File: config.mk
export PLATFORM = sky130hd
export DESIGN_NAME = secured_otp_ctrl
export DESIGN_NICKNAME = d
export VERILOG_FILES = /design/src/common/otp_sfdp_pkg.sv /design/src/verilog/secured_otp_ctrl.sv /design/src/verilog/discovery_rom.sv
export SDC_FILE = /design/constraint.sdc
export NUM_CORES = 1
export LEC_CHECK = 0
export ABC_AREA = 1
export BUFFER_PORTS_ARGS = -buffer_cell sky130_fd_sc_hd__clkbuf_2
export CORE_ASPECT_RATIO = 2
export CORE_UTILIZATION = 40
export CTS_BUF_LIST = sky130_fd_sc_hd__clkbuf_16
export CTS_CLUSTER_SIZE = 8
export DETAILED_ROUTE_END_ITERATION = 8
export GPL_ROUTABILITY_DRIVEN = 1
export HOLD_SLACK_MARGIN = 0.06
export PLACE_DENSITY = 0.61
export SYNTH_ARGS = -nofsm -noshare
export SYNTH_HDL_FRONTEND = slang
export SYNTH_SLANG_ARGS = --single-unit
File: constraint.sdc
create_clock -name SYS_CLK_I -period 2.3 [get_ports SYS_CLK_I]
set_input_delay 0.46 -clock SYS_CLK_I [delete_from_list [all_inputs] [get_ports SYS_CLK_I]]
set_output_delay 0.46 -clock SYS_CLK_I [all_outputs]
set_load 0.005 [all_outputs]
File: src/common/otp_sfdp_pkg.sv
// constants for the secured otp, security flags and discovery table block
package otp_sfdp_pkg;
    localparam logic [7:0] OP_ENTER_OTP = 8'hb1;
    localparam logic [7:0] OP_LEAVE_OTP = 8'hc1;
    localparam logic [7:0] OP_READ_SEC = 8'h2b;
    localparam logic [7:0] OP_WRITE_SEC = 8'h2f;
    localparam logic [7:0] OP_READ_DISC = 8'h5a;
    localparam int SEC_FACTORY_BIT = 0;
    localparam int SEC_LOCK_BIT = 1;
    localparam logic [7:0] SEC_RESET = 8'h00;
    localparam logic [7:0] DISC_BLANK = 8'hff;
    localparam logic [23:0] DISC_LAST_ADDR = 24'h0000ff;
    localparam int OTP_AREA_BITS = 4096;
    typedef enum logic [1:0] {
        ST_IDLE = 2'b00,
        ST_OPCODE = 2'b01,
        ST_DATA = 2'b11
    } frame_state_t;
endpackage : otp_sfdp_pkg

File: src/verilog/secured_otp_ctrl.sv
// otp mode, security flags and discovery read logic behind the serial front end
`timescale 1ns/1ps
// Contract
// instruction b1h puts the device into the 4k-bit otp area mode
// instruction c1h returns the device to main-array operation
// in otp mode ordinary reads and page programs target the otp area
// in otp mode status-1, status-2 and security writes are rejected
// once locked, otp program and erase attempts are ignored
// in otp mode every main-array write is blocked
// security register readable any time, repeated while clocks continue
// bit 0 is read-only factory lock indicator
// bit 1 customer lock, set only by security write, then frozen
// discovery byte 81h reads 20h
// discovery byte 82h reads f1h
// bytes 84h to 86h read ffh, byte 87h reads 03h
// byte 88h reads 44h, byte 89h reads ebh
// bytes 8ah/8ch read 08h, 8bh reads 6bh, 8dh reads 3bh
// byte 8eh reads 80h, byte 8fh reads bbh
// 90h reads feh, 96h 00h, 9ah 44h, 9bh ebh
// bytes 9ch to a3h read 0c 20 0f 52 10 d8 00 ff
// reserved discovery bytes read ffh
// discovery read is opcode, 24-bit address, dummy, then bytes until deselect
// security bits 7 to 2 are reserved and ignore writes
module secured_otp_ctrl #(
    parameter logic [7:0] OP_WRITE_SR1 = 8'h01,
    parameter logic [7:0] OP_WRITE_SR2 = 8'h31
) (
    input wire logic SYS_CLK_I,
    input wire logic RST_N_I,
    input wire logic OPCODE_VALID_I,
    input wire logic [7:0] OPCODE_I,
    input wire logic ADDR_VALID_I,
    input wire logic [23:0] ADDR_I,
    input wire logic WDATA_VALID_I,
    input wire logic [7:0] WDATA_I,
    input wire logic BYTE_REQ_I,
    input wire logic FRAME_END_I,
    input wire logic BOUNDARY_OK_I,
    input wire logic WRITE_REQ_I,
    input wire logic FACTORY_LOCK_I,
    input wire logic NV_LOCK_I,
    output logic OTP_MODE_O,
    output logic ARRAY_WRITE_EN_O,
    output logic OTP_WRITE_EN_O,
    output logic WRITE_ACCEPT_O,
    output logic WRITE_DENY_O,
    output logic SR_WRITE_GO_O,
    output logic CMD_REJECT_O,
    output logic NV_LOCK_PROG_O,
    output logic [7:0] SEC_REG_O,
    output logic [7:0] TX_BYTE_O,
    output logic TX_VALID_O
);
    import otp_sfdp_pkg::*;

    frame_state_t state;
    frame_state_t next_state;
    logic [7:0] cur_op;
    logic otp_mode;
    logic loaded;
    logic factory_lock;
    logic cust_lock;
    logic [23:0] disc_addr;
    logic [7:0] wdata;
    logic [3:0] wcount;
    logic cust_seen;
    logic [3:0] sec_streak;

    function automatic logic is_sr_write(input logic [7:0] op);
        return (op == OP_WRITE_SR1) || (op == OP_WRITE_SR2) || (op == OP_WRITE_SEC);
    endfunction : is_sr_write

    wire [7:0] sec_value = {6'h00, cust_lock, factory_lock};
    wire locked = cust_lock | factory_lock;
    wire frame_done = FRAME_END_I && (state != ST_IDLE);
    wire do_enter = frame_done && (cur_op == OP_ENTER_OTP);
    wire do_leave = frame_done && (cur_op == OP_LEAVE_OTP);
    wire sr_cmd = frame_done && is_sr_write(cur_op);
    wire sr_reject = sr_cmd && otp_mode;
    wire sec_exec = sr_cmd && !otp_mode && (cur_op == OP_WRITE_SEC)
                    && BOUNDARY_OK_I && (wcount == 4'h1);
    wire lock_set = sec_exec && wdata[SEC_LOCK_BIT] && !cust_lock;
    wire sr_go = sr_cmd && !otp_mode && (cur_op != OP_WRITE_SEC);
    wire rd_sec = BYTE_REQ_I && (state != ST_IDLE) && (cur_op == OP_READ_SEC);
    wire rd_disc = BYTE_REQ_I && (state == ST_DATA) && (cur_op == OP_READ_DISC);
    wire [7:0] disc_byte;

    discovery_rom u_rom (
        .addr_i(disc_addr),
        .data_o(disc_byte)
    );

    // frame sequencing: opcode, then address or data, ended by deselect
    always_comb begin
        next_state = state;
        unique case (state)
            ST_IDLE: begin
                if (OPCODE_VALID_I) begin
                    next_state = ST_OPCODE;
                end
            end
            ST_OPCODE: begin
                if (FRAME_END_I) begin
                    next_state = ST_IDLE;
                end else if (ADDR_VALID_I || WDATA_VALID_I) begin
                    next_state = ST_DATA;
                end
            end
            ST_DATA: begin
                if (FRAME_END_I) begin
                    next_state = ST_IDLE;
                end
            end
            default: next_state = ST_IDLE;
        endcase
    end

    always_ff @(posedge SYS_CLK_I) begin
        if (!RST_N_I) begin
            state <= ST_IDLE;
            cur_op <= 8'h00;
        end else begin
            state <= next_state;
            if (OPCODE_VALID_I && state == ST_IDLE) begin
                cur_op <= OPCODE_I;
            end
        end
    end

    // otp mode flag
    always_ff @(posedge SYS_CLK_I) begin
        if (!RST_N_I) begin
            otp_mode <= 1'b0;
        end else if (do_enter) begin
            otp_mode <= 1'b1;
        end else if (do_leave) begin
            otp_mode <= 1'b0;
        end
    end

    // non-volatile lock bits are loaded once after reset release
    always_ff @(posedge SYS_CLK_I) begin
        if (!RST_N_I) begin
            loaded <= 1'b0;
            factory_lock <= 1'b0;
            cust_lock <= 1'b0;
        end else if (!loaded) begin
            loaded <= 1'b1;
            factory_lock <= FACTORY_LOCK_I;
            cust_lock <= NV_LOCK_I;
        end else if (lock_set) begin
            cust_lock <= 1'b1;
        end
    end

    // write data byte and count for the security write
    always_ff @(posedge SYS_CLK_I) begin
        if (!RST_N_I) begin
            wdata <= 8'h00;
            wcount <= 4'h0;
        end else if (state == ST_IDLE) begin
            wcount <= 4'h0;
        end else if (WDATA_VALID_I) begin
            wdata <= WDATA_I;
            if (wcount != 4'hf) begin
                wcount <= wcount + 4'h1;
            end
        end
    end

    // discovery address pointer
    always_ff @(posedge SYS_CLK_I) begin
        if (!RST_N_I) begin
            disc_addr <= 24'h000000;
        end else if (ADDR_VALID_I && state == ST_OPCODE) begin
            disc_addr <= ADDR_I;
        end else if (rd_disc) begin
            disc_addr <= disc_addr + 24'h000001;
        end
    end

    // byte output for security and discovery reads
    always_ff @(posedge SYS_CLK_I) begin
        if (!RST_N_I) begin
            TX_BYTE_O <= 8'h00;
            TX_VALID_O <= 1'b0;
        end else begin
            TX_VALID_O <= rd_sec | rd_disc;
            if (rd_sec) begin
                TX_BYTE_O <= sec_value;
            end else if (rd_disc) begin
                TX_BYTE_O <= disc_byte;
            end
        end
    end

    // write gating and command outcome pulses
    always_ff @(posedge SYS_CLK_I) begin
        if (!RST_N_I) begin
            WRITE_ACCEPT_O <= 1'b0;
            WRITE_DENY_O <= 1'b0;
            SR_WRITE_GO_O <= 1'b0;
            CMD_REJECT_O <= 1'b0;
            NV_LOCK_PROG_O <= 1'b0;
            SEC_REG_O <= SEC_RESET;
        end else begin
            WRITE_ACCEPT_O <= WRITE_REQ_I && !(otp_mode && locked);
            WRITE_DENY_O <= WRITE_REQ_I && otp_mode && locked;
            SR_WRITE_GO_O <= sr_go;
            CMD_REJECT_O <= sr_reject;
            NV_LOCK_PROG_O <= lock_set;
            SEC_REG_O <= sec_value;
        end
    end

    assign OTP_MODE_O = otp_mode;
    assign ARRAY_WRITE_EN_O = !otp_mode;
    assign OTP_WRITE_EN_O = otp_mode && !locked;

    // assertion helpers: lock history and security read streak per frame
    always_ff @(posedge SYS_CLK_I) begin
        if (!RST_N_I) begin
            cust_seen <= 1'b0;
            sec_streak <= 4'h0;
        end else begin
            cust_seen <= cust_seen | (loaded & cust_lock);
            if (state == ST_IDLE) begin
                sec_streak <= 4'h0;
            end else if (rd_sec && sec_streak != 4'hf) begin
                sec_streak <= sec_streak + 4'h1;
            end
        end
    end
endmodule : secured_otp_ctrl

File: src/verilog/discovery_rom.sv
// read-only discovery parameter table, bytes 00h to ffh and blank beyond
`timescale 1ns/1ps
module discovery_rom (
    input wire logic [23:0] addr_i,
    output logic [7:0] data_o
);
    import otp_sfdp_pkg::*;

    function automatic logic [7:0] table_byte(input logic [7:0] a);
        logic [7:0] v;
        v = DISC_BLANK;
        unique case (a)
            8'h80: v = 8'he5;
            8'h81: v = 8'h20;
            8'h82: v = 8'hf1;
            8'h87: v = 8'h03;
            8'h88: v = 8'h44;
            8'h89: v = 8'heb;
            8'h8a: v = 8'h08;
            8'h8b: v = 8'h6b;
            8'h8c: v = 8'h08;
            8'h8d: v = 8'h3b;
            8'h8e: v = 8'h80;
            8'h8f: v = 8'hbb;
            8'h90: v = 8'hfe;
            8'h96: v = 8'h00;
            8'h9a: v = 8'h44;
            8'h9b: v = 8'heb;
            8'h9c: v = 8'h0c;
            8'h9d: v = 8'h20;
            8'h9e: v = 8'h0f;
            8'h9f: v = 8'h52;
            8'ha0: v = 8'h10;
            8'ha1: v = 8'hd8;
            8'ha2: v = 8'h00;
            default: v = DISC_BLANK;
        endcase
        return v;
    endfunction : table_byte

    wire in_table = (addr_i <= DISC_LAST_ADDR);
    assign data_o = in_table ? table_byte(addr_i[7:0]) : DISC_BLANK;
endmodule : discovery_rom

==> results of run 1 <==
==> report_power, final <==
group	switching (W)	internal (W)	leakage [nW]	total (W)
combinational	0.000308	0.000158	1.38	0.000465
clock	0.000473	0.000932	0.149	0.00141
sequential	0.0000711	0.00109	0.481	0.00116
==> placed cells by master, fill, tap and decap left out, types with 2 or more instances in the layout <==
master     instances
nand4_2            2
nor2_2             5
nand3b_1           2
o21ai_1            4
nor3_1            21
a21oi_1           36
ha_1               6
nand4_1           16
o221ai_1           2
o21ai_0           33
dfxtp_1           59
nor2_4             3
conb_1             6
clkinv_2           2
a211oi_1           5
xor2_1             3
nand2_2            5
clkbuf_2          62
or2_2              2
nor4_1             3
nor3_2             2
nor2_1           115
buf_4              9
inv_1             67
bufinv_16          2
clkbuf_16          9
nand3_1           43
a31oi_1            4
nor3b_1            2
nand2_1          111
o211ai_1           7
inv_2              5
==> worst min path at each step <==
stage                             from             end  depth (start not counted)
after floorplan           factory_lock    SEC_REG_O[0]                          2
after global placement    TX_BYTE_O[1]    TX_BYTE_O[1]                          2
after detailed placement  TX_BYTE_O[1]    TX_BYTE_O[1]                          2
after CTS                   WDATA_I[1]        wdata[1]                          3
after global routing       WRITE_REQ_I  WRITE_ACCEPT_O                          3
final                      WRITE_REQ_I  WRITE_ACCEPT_O                          3
==> critical path, cell delays in order, from the launching register on <==
cell and delay (ns):
dfxtp_1 0.43, ha_1 0.21, inv_1 0.08, nor2_4 0.21, inv_2 0.11, nor2_2 0.14, inv_1 0.05, nand3_1 0.09
nor2_1 0.05, nand2_2 0.13, nor3b_1 0.23, nor2_1 0.06
==> logic make-up after synthesis <==
kind of cell | after synthesis | share of synthesized area, %
compound gates | 95 | 14.2
xor+xnor | 4 | 0.940
fa+ha+maj | 6 | 2.01
buf+inv | 97 | 11.1
flops | 59 | 31.7
other cells | 1 | 0.101
simple gates | 334 | 39.9
==> Yosys cell counts (all sizes together), types with 5 or more instances <==
cell type | count | area share (%)
buf | 17 | 3.1
nand4 | 18 | 3.4
clkbuf | 8 | 0.81
nor2 | 123 | 13
dfxtp | 59 | 32
nand3 | 44 | 6.0
o21ai | 37 | 5.0
nand2 | 116 | 12
o211ai | 7 | 1.4
ha | 6 | 2.0
a211oi | 5 | 1.0
inv | 72 | 7.3
nor3 | 23 | 3.4
a21oi | 36 | 4.8
==> sequential cells by signal, indices dropped and copies added, names as in the netlist <==
register        cells
OTP_MODE_O          1
loaded              1
disc_addr          24
WRITE_ACCEPT_O      1
TX_VALID_O          1
CMD_REJECT_O        1
wdata               1
state               2
factory_lock        1
TX_BYTE_O           8
cur_op              8
WRITE_DENY_O        1
NV_LOCK_PROG_O      1
cust_lock           1
SR_WRITE_GO_O       1
SEC_REG_O           2
wcount              4
==> cell type report <==
| cell class | count | area (um^2) |
|---|---|---|
| tap | 102 | 128 |
| multi-input combinational | 445 | 2150 |
| fill | 963 | 4600 |
| clock buffer | 9 | 225 |
| timing repair buffer | 71 | 378 |
| sequential | 59 | 1180 |
| clock inverter | 6 | 81.3 |
| inverter | 72 | 270 |
==> layer usage <==
layer | vias up | part of all wire [%] | GRT usage, %
met1 | 1851 | 37 | 23.2
met2 | 117 | 55 | 44.0
met4 | 0 | 3.9 | 13.7
met5 | - | 0 | 0
met3 | 35 | 3.6 | 3.64
li1 | 2064 | - | -
==> through the flow <==
step                util, %  power (W)  hold slack (ns)  area, um^2
floorplan                 -    0.00150            0.443        3750
global placement       45.6    0.00163            0.464        4110
detailed placement     45.6    0.00164            0.463        4110
CTS                    49.0    0.00305            0.360        4410
global route           49.0    0.00317            0.385        4410
finish                 49.0    0.00303            0.363        4410
==> metrics.md, run 1 <==
| Metric | Value |
|---|---|
| Std cell rows | 49 |
| Root Driver | clkbuf_16 |
| Synth-to-Final Area Change | 18.4% |
| Die area | 9730 um^2 |
| Fmax achieved | 0.524 GHz |
| Vias post-DR | 4067 |
| Startpoint class of the critical path | flip-flop |
| HP Class | input port to flip-flop |
| Clk_lat worst skew | 0.34 ns |
| RSZ-0062 raised after global routing | no |
| Fin cells | 764 |
| Reg2reg end | TX_BYTE_O[6] |
| Final GP Congestion | 0.962 |
| Worst Path Required | 2.53 ns |
| Iteration count of the initial detailed-routing pass | 5 |
| Worst setup path end | TX_BYTE_O[6] |
| Die width | 70.3 um |
| Htree depth | 3 |
| CTS buffer count | 9 |
| Critical path class | flip-flop to flip-flop |
| Die Ht | 139 um |
| FF-to-FF setup slack | 0.39 ns |
| Critical R2R Launch | disc_addr[0] |
| GRT overflow | 0 |
| Synth Cell Area | 3730 um^2 |
| Worst setup path startpoint | disc_addr[0] |
| Synth async-reset ratio | 0% |
| Clk sink count | 59 |
| Critical Path AT | 2.13 ns |
| CTS tree | done |
| Final number of hold-violating endpoints | 0 |
| Setup bufs post-CTS | 0 |
| Starting density of the core | 41.4% |
| Yosys reg bits | 59 |
| R2r worst-path depth | 11 |
| Drt wl/cell | 14.2 um |
| Synth Flop Type | dfxtp_1 |
| Post-synthesis cell count | 596 |
| Layout cells sized above 1 | 16.6% |
| Clk slew on worst S/H paths | 0.05 ns |
| Clock skew | 0.00580 ns |
| # IOs | 76 |
| DP Cell Count | 749 |
| Post-DRT Antenna Nets | 0 |
| Port Buf Inserts | 62 |
| Sequential area share after synthesis | 31.7% |
| Vias in the first global route | 4037 |
| Clock Tree Buf Depth | 2 |
| Drt drc | 0 |
| Avg Cell Area, Syn | 6.25 um^2 |
| Dpl hpwl | 8300 um |
| Fin crit share | 83.0% |
| CP max FO | 7 |
| Crit path capture type | flip-flop |
| Power Density | 686 nW/um^2 |
| Slew headroom | 64.0% |
| # nets final | 715 |
| Core area | 9010 um^2 |
| Total track usage | 23.4% |
| Slew @ Worst Pin | 0.539 ns |
| Setup_tns | 0 ns |
| Fin worst setup slack | 0.392 ns |
| Place WS | 0.404 ns |
| Largest net degree at the start of global routing | 22 |
| EDFF count, synth | 0 |
| Total Wirelength | 10900 um |
| Initial antenna violation count | 0 |
| Tmin final | 1.91 ns |
| First-pass GRT wire length | 18100 um |
| Post-CTS Hold Fix Bufs | 0 |
| Drt initial violations | 205 |
| Status | completed |
| Final setup vio count | 0 |
| YS warnings | 0 |
| N_diodes | 0 |
| Final max-slew violation count | 0 |
| Vias/cell | 5.32 |
| Leak Pwr | 2.01 nW |
| Max-cap violations | 0 |
| Cts repair resizes | 0 |
| Synth unique cells | 38 |
| Maximum VDD drop | 0.455 mV |
(Power assumes the default switching activity.)
==> run 2: changes to the inputs <==
==> constraint.sdc (replaced) <==
create_clock -name SYS_CLK_I -period 1.92 [get_ports SYS_CLK_I]
set_input_delay 0.384 -clock SYS_CLK_I [delete_from_list [all_inputs] [get_ports SYS_CLK_I]]
set_output_delay 0.384 -clock SYS_CLK_I [all_outputs]
set_load 0.005 [all_outputs]
==> metrics.md, run 2 (synthesized netlist as in run 1, its figures left out) <==
| Metric | Value |
|---|---|
| Crit path cell chain | ha_2 -> buf_4 -> nand2_1 -> nor2_1 -> nor2_2 -> o21ai_0 -> inv_1 -> nand4_1 -> nor3b_2 -> nor2_1 |
| # IOs | 76 |
| Dpl hpwl | 8610 um |
| Clock skew | 0.00615 ns |
| Top reg by flops | disc_addr |
| Gate power share | 16.9% |
| N_diodes | 0 |
| Final GP Congestion | 0.947 |
| Vias post-DR | 4058 |
| Die width | 70.3 um |
| Fmax achieved | 0.578 GHz |
| Largest register FFs | 24 |
| Max-cap violations | 0 |
| Critical Path AT | 1.95 ns |
| Flop pwr share | 40.4% |
| CTS tree | done |
| Startpoint class of the critical path | flip-flop |
| P_sw | 0.00106 W |
| Layout cells sized above 1 | 20.1% |
| Die Ht | 139 um |
| Power Density | 765 nW/um^2 |
| Total track usage | 23.7% |
| Post-CTS Hold Fix Bufs | 0 |
| Worst setup path startpoint | disc_addr[0] |
| Synth-to-Final Area Change | 20.6% |
| Final non-filler cell area | 4490 um^2 |
| Initial antenna violation count | 0 |
| Vias in the first global route | 3975 |
| Most common cell after layout, fill and taps aside | nor2_1 |
| Final setup vio count | 0 |
| Post-DP Area | 4170 um^2 |
| Most frequent CP cell | nor2_1 |
| Place WS | 0.0395 ns |
| Power Internal | 0.00238 W |
| Most frequent cells in the layout | nor2_1 (113), nand2_1 (111), inv_1 (67), clkbuf_2 (62), dfxtp_1 (52) |
| Clk sink count | 59 |
| Drt drc | 0 |
| Area of the multi-input gates | 2190 um^2 |
| Tmin final | 1.73 ns |
| Crit path capture type | flip-flop |
| Leak Pwr | 2.03 nW |
| Iteration count of the initial detailed-routing pass | 5 |
| Die area | 9730 um^2 |
| Clock Tree Buf Depth | 2 |
| Filler cells | 958 |
| FF+latch area | 1190 um^2 |
| Total Wirelength | 11000 um |
| CP max FO | 5 |
| Core area | 9010 um^2 |
| Finished Core Util | 49.9% |
| Std cell rows | 49 |
| Clk pwr share | 42.7% |
| Fin crit share | 90.2% |
| Clk_lat worst skew | 0.33 ns |
| Final number of hold-violating endpoints | 0 |
| Largest net degree at the start of global routing | 25 |
| First-pass GRT wire length | 18400 um |
| Worst Hold Slack | 0.285 ns |
| Clk slew on worst S/H paths | 0.06 ns |
| Critical-path top delay cell | dfxtp_2 |
| Total power | 0.00344 W |
| Fin worst setup slack | 0.189 ns |
| Critical R2R Launch | disc_addr[0] |
| Post-DRT Antenna Nets | 0 |
| Drt wl/cell | 14.3 um |
| Biggest regs | disc_addr (24), TX_BYTE_O (8), cur_op (8) |
| Drt initial violations | 172 |
| Sw frac | 30.8% |
| CTS buffer count | 9 |
| Critical path class | flip-flop to flip-flop |
| Final max-slew violation count | 0 |
| Hold Startpoint | WRITE_REQ_I |
| Worst Path Required | 2.14 ns |
| Status | completed |
| GRT overflow | 0 |
| Root Driver | clkbuf_16 |
| Port Buf Inserts | 62 |
| Worst path max stage delay | 0.34 ns |
| # nets final | 723 |
| HP Class | input port to flip-flop |
| Starting density of the core | 41.4% |
| Maximum VDD drop | 0.651 mV |
| Vias/cell | 5.25 |
| Htree depth | 3 |
-- run 2: cell count changes in the layout (fill, tap and decap cells not counted), sizes merged --
cell / delta
buf: +8
bufinv: -2
clkinvlp: +2
inv: +1
-- run 2: layout make-up --
class	instances	area share, %
multi-input cells	445	48.7
flip-flops and latches	59	26.5
repair buffers	79	9.74
inverters	72	6.01
clock buffers	9	5.01
well taps	102	2.84
clock inverters	7	1.20
-- run 2: routing by layer --
layer	GRT usage, %	wire length (um)	vias to the layer above
li1	-	-	2086
met1	24.1	4130	1841
met2	44.1	6060	94
met3	3.72	379	37
met4	13.4	466	0
met5	0	0	-
-- run 2: what timing repair did --
item | 4_1_cts | 5_1_grt
buffers inserted | 0 | 0
setup endpoints to repair | 0 | 12
gates resized for setup | 0 | 17
-- run 2: worst max-delay path: cells and delay by family (launching register included) --
| family | cells | cell delay, ns |
|---|---|---|
| AO/OA/AOI/OAI | 1 | 0.12 |
| adder cells (fa/ha/maj) | 1 | 0.20 |
| AND/OR/NAND/NOR | 6 | 0.70 |
| flip-flops | 1 | 0.34 |
| buffers and inverters | 2 | 0.25 |
-- run 2: metrics by stage --
stage / setup TNS [ns] / std cells
final: 0 / 773
after floorplan: 0 / 601
after CTS: 0 / 773
after global placement: 0 / 757
after global routing: -0.0208 / 773
after detailed placement: 0 / 757
-- run 2: final timing paths --
kind | endpoint | slack [ns] | depth (start not counted)
setup / recovery | TX_BYTE_O[6] | 0.19 | 10
hold / removal | WRITE_ACCEPT_O | 0.28 | 3
setup reg to reg | TX_BYTE_O[6] | 0.19 | 10
hold reg to reg | TX_BYTE_O[1] | 0.47 | 2
-- run 2: power groups by stage --
stage          Sequential (W)  Clock [W]  Combinational [W]
5_1_grt               0.00140    0.00156           0.000655
3_3_place_gp          0.00141          0           0.000561
3_5_place_dp          0.00141          0           0.000567
2_1_floorplan         0.00138          0           0.000415
6_report              0.00139    0.00147           0.000580
4_1_cts               0.00138    0.00150           0.000570
==> run 3: changes to the inputs <==
--- a/config.mk
+++ b/config.mk
@@ -7,14 +7,16 @@
 export LEC_CHECK = 0
 export ABC_AREA = 1
 export BUFFER_PORTS_ARGS = -buffer_cell sky130_fd_sc_hd__clkbuf_2
+export CELL_PAD_IN_SITES_DETAIL_PLACEMENT = 1
+export CELL_PAD_IN_SITES_GLOBAL_PLACEMENT = 1
 export CORE_ASPECT_RATIO = 2
-export CORE_UTILIZATION = 40
+export CORE_UTILIZATION = 38
 export CTS_BUF_LIST = sky130_fd_sc_hd__clkbuf_16
 export CTS_CLUSTER_SIZE = 8
 export DETAILED_ROUTE_END_ITERATION = 8
 export GPL_ROUTABILITY_DRIVEN = 1
 export HOLD_SLACK_MARGIN = 0.06
-export PLACE_DENSITY = 0.61
+export PLACE_DENSITY = 0.8
 export SYNTH_ARGS = -nofsm -noshare
 export SYNTH_HDL_FRONTEND = slang
 export SYNTH_SLANG_ARGS = --single-unit
==> metrics.md, run 3 (synthesized netlist as in run 1, its figures left out) <==
| Metric | Value |
|---|---|
| Cts repair resizes | 0 |
| Power Internal | 0.00277 W |
| Synth-to-Final Area Change | 23.1% |
| Final max-slew violation count | 0 |
| First-pass GRT wire length | 20900 um |
| Worst Hold Slack | 0.287 ns |
| Status | completed |
| Fin crit share | 93.8% |
| Filler cells | 1300 |
| Startpoint class of the critical path | flip-flop |
| Die Ht | 142 um |
| Layout cells sized above 1 | 19.6% |
| Total Wirelength | 12800 um |
| Biggest regs | disc_addr (24), TX_BYTE_O (8), cur_op (8) |
| HP Class | input port to flip-flop |
| Leak Pwr | 2.08 nW |
| Post-DRT Antenna Nets | 0 |
| Clk pwr share | 48.5% |
| Place WS | 0.0521 ns |
| R2r worst-path depth | 12 |
| GRT overflow | 0 |
| Clk sink count | 59 |
| Htree depth | 3 |
| Fin cells | 802 |
| Worst Path Required | 2.19 ns |
| Gate power share | 15.7% |
| Worst path max stage delay | 0.35 ns |
| Initial antenna violation count | 0 |
| Clock Tree Buf Depth | 2 |
| # IOs | 76 |
| Crit path capture type | flip-flop |
| Critical-path top delay cell | dfxtp_2 |
| Flop pwr share | 35.8% |
| Final non-filler cell area | 4590 um^2 |
| Most frequent cells in the layout | nand2_1 (111), nor2_1 (111), inv_1 (67), clkbuf_2 (62), dfxtp_1 (55) |
| Iteration count of the initial detailed-routing pass | 4 |
| Die area | 10200 um^2 |
| Largest net degree at the start of global routing | 22 |
| Post-CTS Hold Fix Bufs | 0 |
| Die width | 72.0 um |
| Maximum VDD drop | 0.778 mV |
| Std cell rows | 50 |
| Vias/cell | 5.35 |
| Port Buf Inserts | 62 |
| DP Cell Count | 786 |
| Drt wl/cell | 15.9 um |
| Critical path class | flip-flop to flip-flop |
| Sw frac | 28.3% |
| Root Driver | clkbuf_16 |
| Clk slew on worst S/H paths | 0.06 ns |
| Drt drc | 0 |
| P_sw | 0.00110 W |
| Clock skew | 0.00886 ns |
| # nets final | 724 |
| CTS tree | done |
| Fin worst setup slack | 0.119 ns |
| Crit path cell chain | ha_1 -> inv_1 -> nor2_4 -> inv_2 -> nor2_2 -> nor2_2 -> nand2_1 -> nor2_1 -> nand2_2 -> nand3_1 -> nand2_1 -> a21oi_1 |
| Core area | 9450 um^2 |
| Total power | 0.00386 W |
| CTS buffer count | 9 |
| Vias in the first global route | 4549 |
| Drt initial violations | 129 |
| CP max FO | 7 |
| Final setup vio count | 0 |
| WHS Path Cells | 3 |
| Power Density | 842 nW/um^2 |
| Tmin final | 1.80 ns |
| Final number of hold-violating endpoints | 0 |
| Post-DP Area | 4210 um^2 |
| Vias post-DR | 4294 |
| Fmax achieved | 0.555 GHz |
| Setup bufs post-CTS | 0 |
| Critical Path AT | 2.07 ns |
| Max-cap violations | 0 |
| Dpl hpwl | 9760 um |
| Final GP Congestion | 0.948 |
| Clk_lat worst skew | 0.34 ns |
| Total track usage | 26.5% |
| Starting density of the core | 39.5% |
| N_diodes | 0 |
| Top reg by flops | disc_addr |
| Largest register FFs | 24 |
## run 3: path summary, 6_finish.rpt
path,from,end,slack [ns]
max,disc_addr[0],TX_BYTE_O[1],0.12
min,WRITE_REQ_I,WRITE_ACCEPT_O,0.29
max reg2reg,disc_addr[0],TX_BYTE_O[1],0.12
min reg2reg,TX_BYTE_O[1],TX_BYTE_O[1],0.49
## run 3: final cells by class
type                       instances  area, um^2  area share (%)
inverter                          72         270            5.89
timing repair buffer              80         445            9.71
multi-input combinational        445        2180            47.5
sequential                        59        1190            25.9
clock buffer                       9         225            4.91
clock inverter                     7         116            2.54
tap                              130         163            3.55
## run 3: worst max-delay path: cells and delay by family (launching register included)
kind,cells,cell delay (ns)
AND/OR/NAND/NOR,8,0.78
flip-flops,1,0.35
buffers and inverters,2,0.26
adder cells (fa/ha/maj),1,0.22
AO/OA/AOI/OAI,1,0.11
## run 3: stage by stage
step / TNS (ns) / util [%]
final: 0 / 48.6
after global routing: -0.00524 / 48.6
after global placement: 0 / 44.6
after detailed placement: 0 / 44.6
after CTS: 0 / 48.2
after floorplan: 0 / -
## run 3: per-layer routing
metal	part of all wire (%)	GRT usage, %	up-vias
li1	-	-	2082
met1	35	24.3	2052
met2	56	51.4	107
met3	3.5	4.46	53
met4	5.4	16.9	0
met5	0	0	-
## run 3: power by group through the flow
stage	registers [W]	logic [W]	clock network, W
finish	0.00138	0.000606	0.00187
global route	0.00140	0.000685	0.00196
CTS	0.00138	0.000600	0.00189
detailed placement	0.00141	0.000592	0
global placement	0.00140	0.000563	0
floorplan	0.00138	0.000415	0
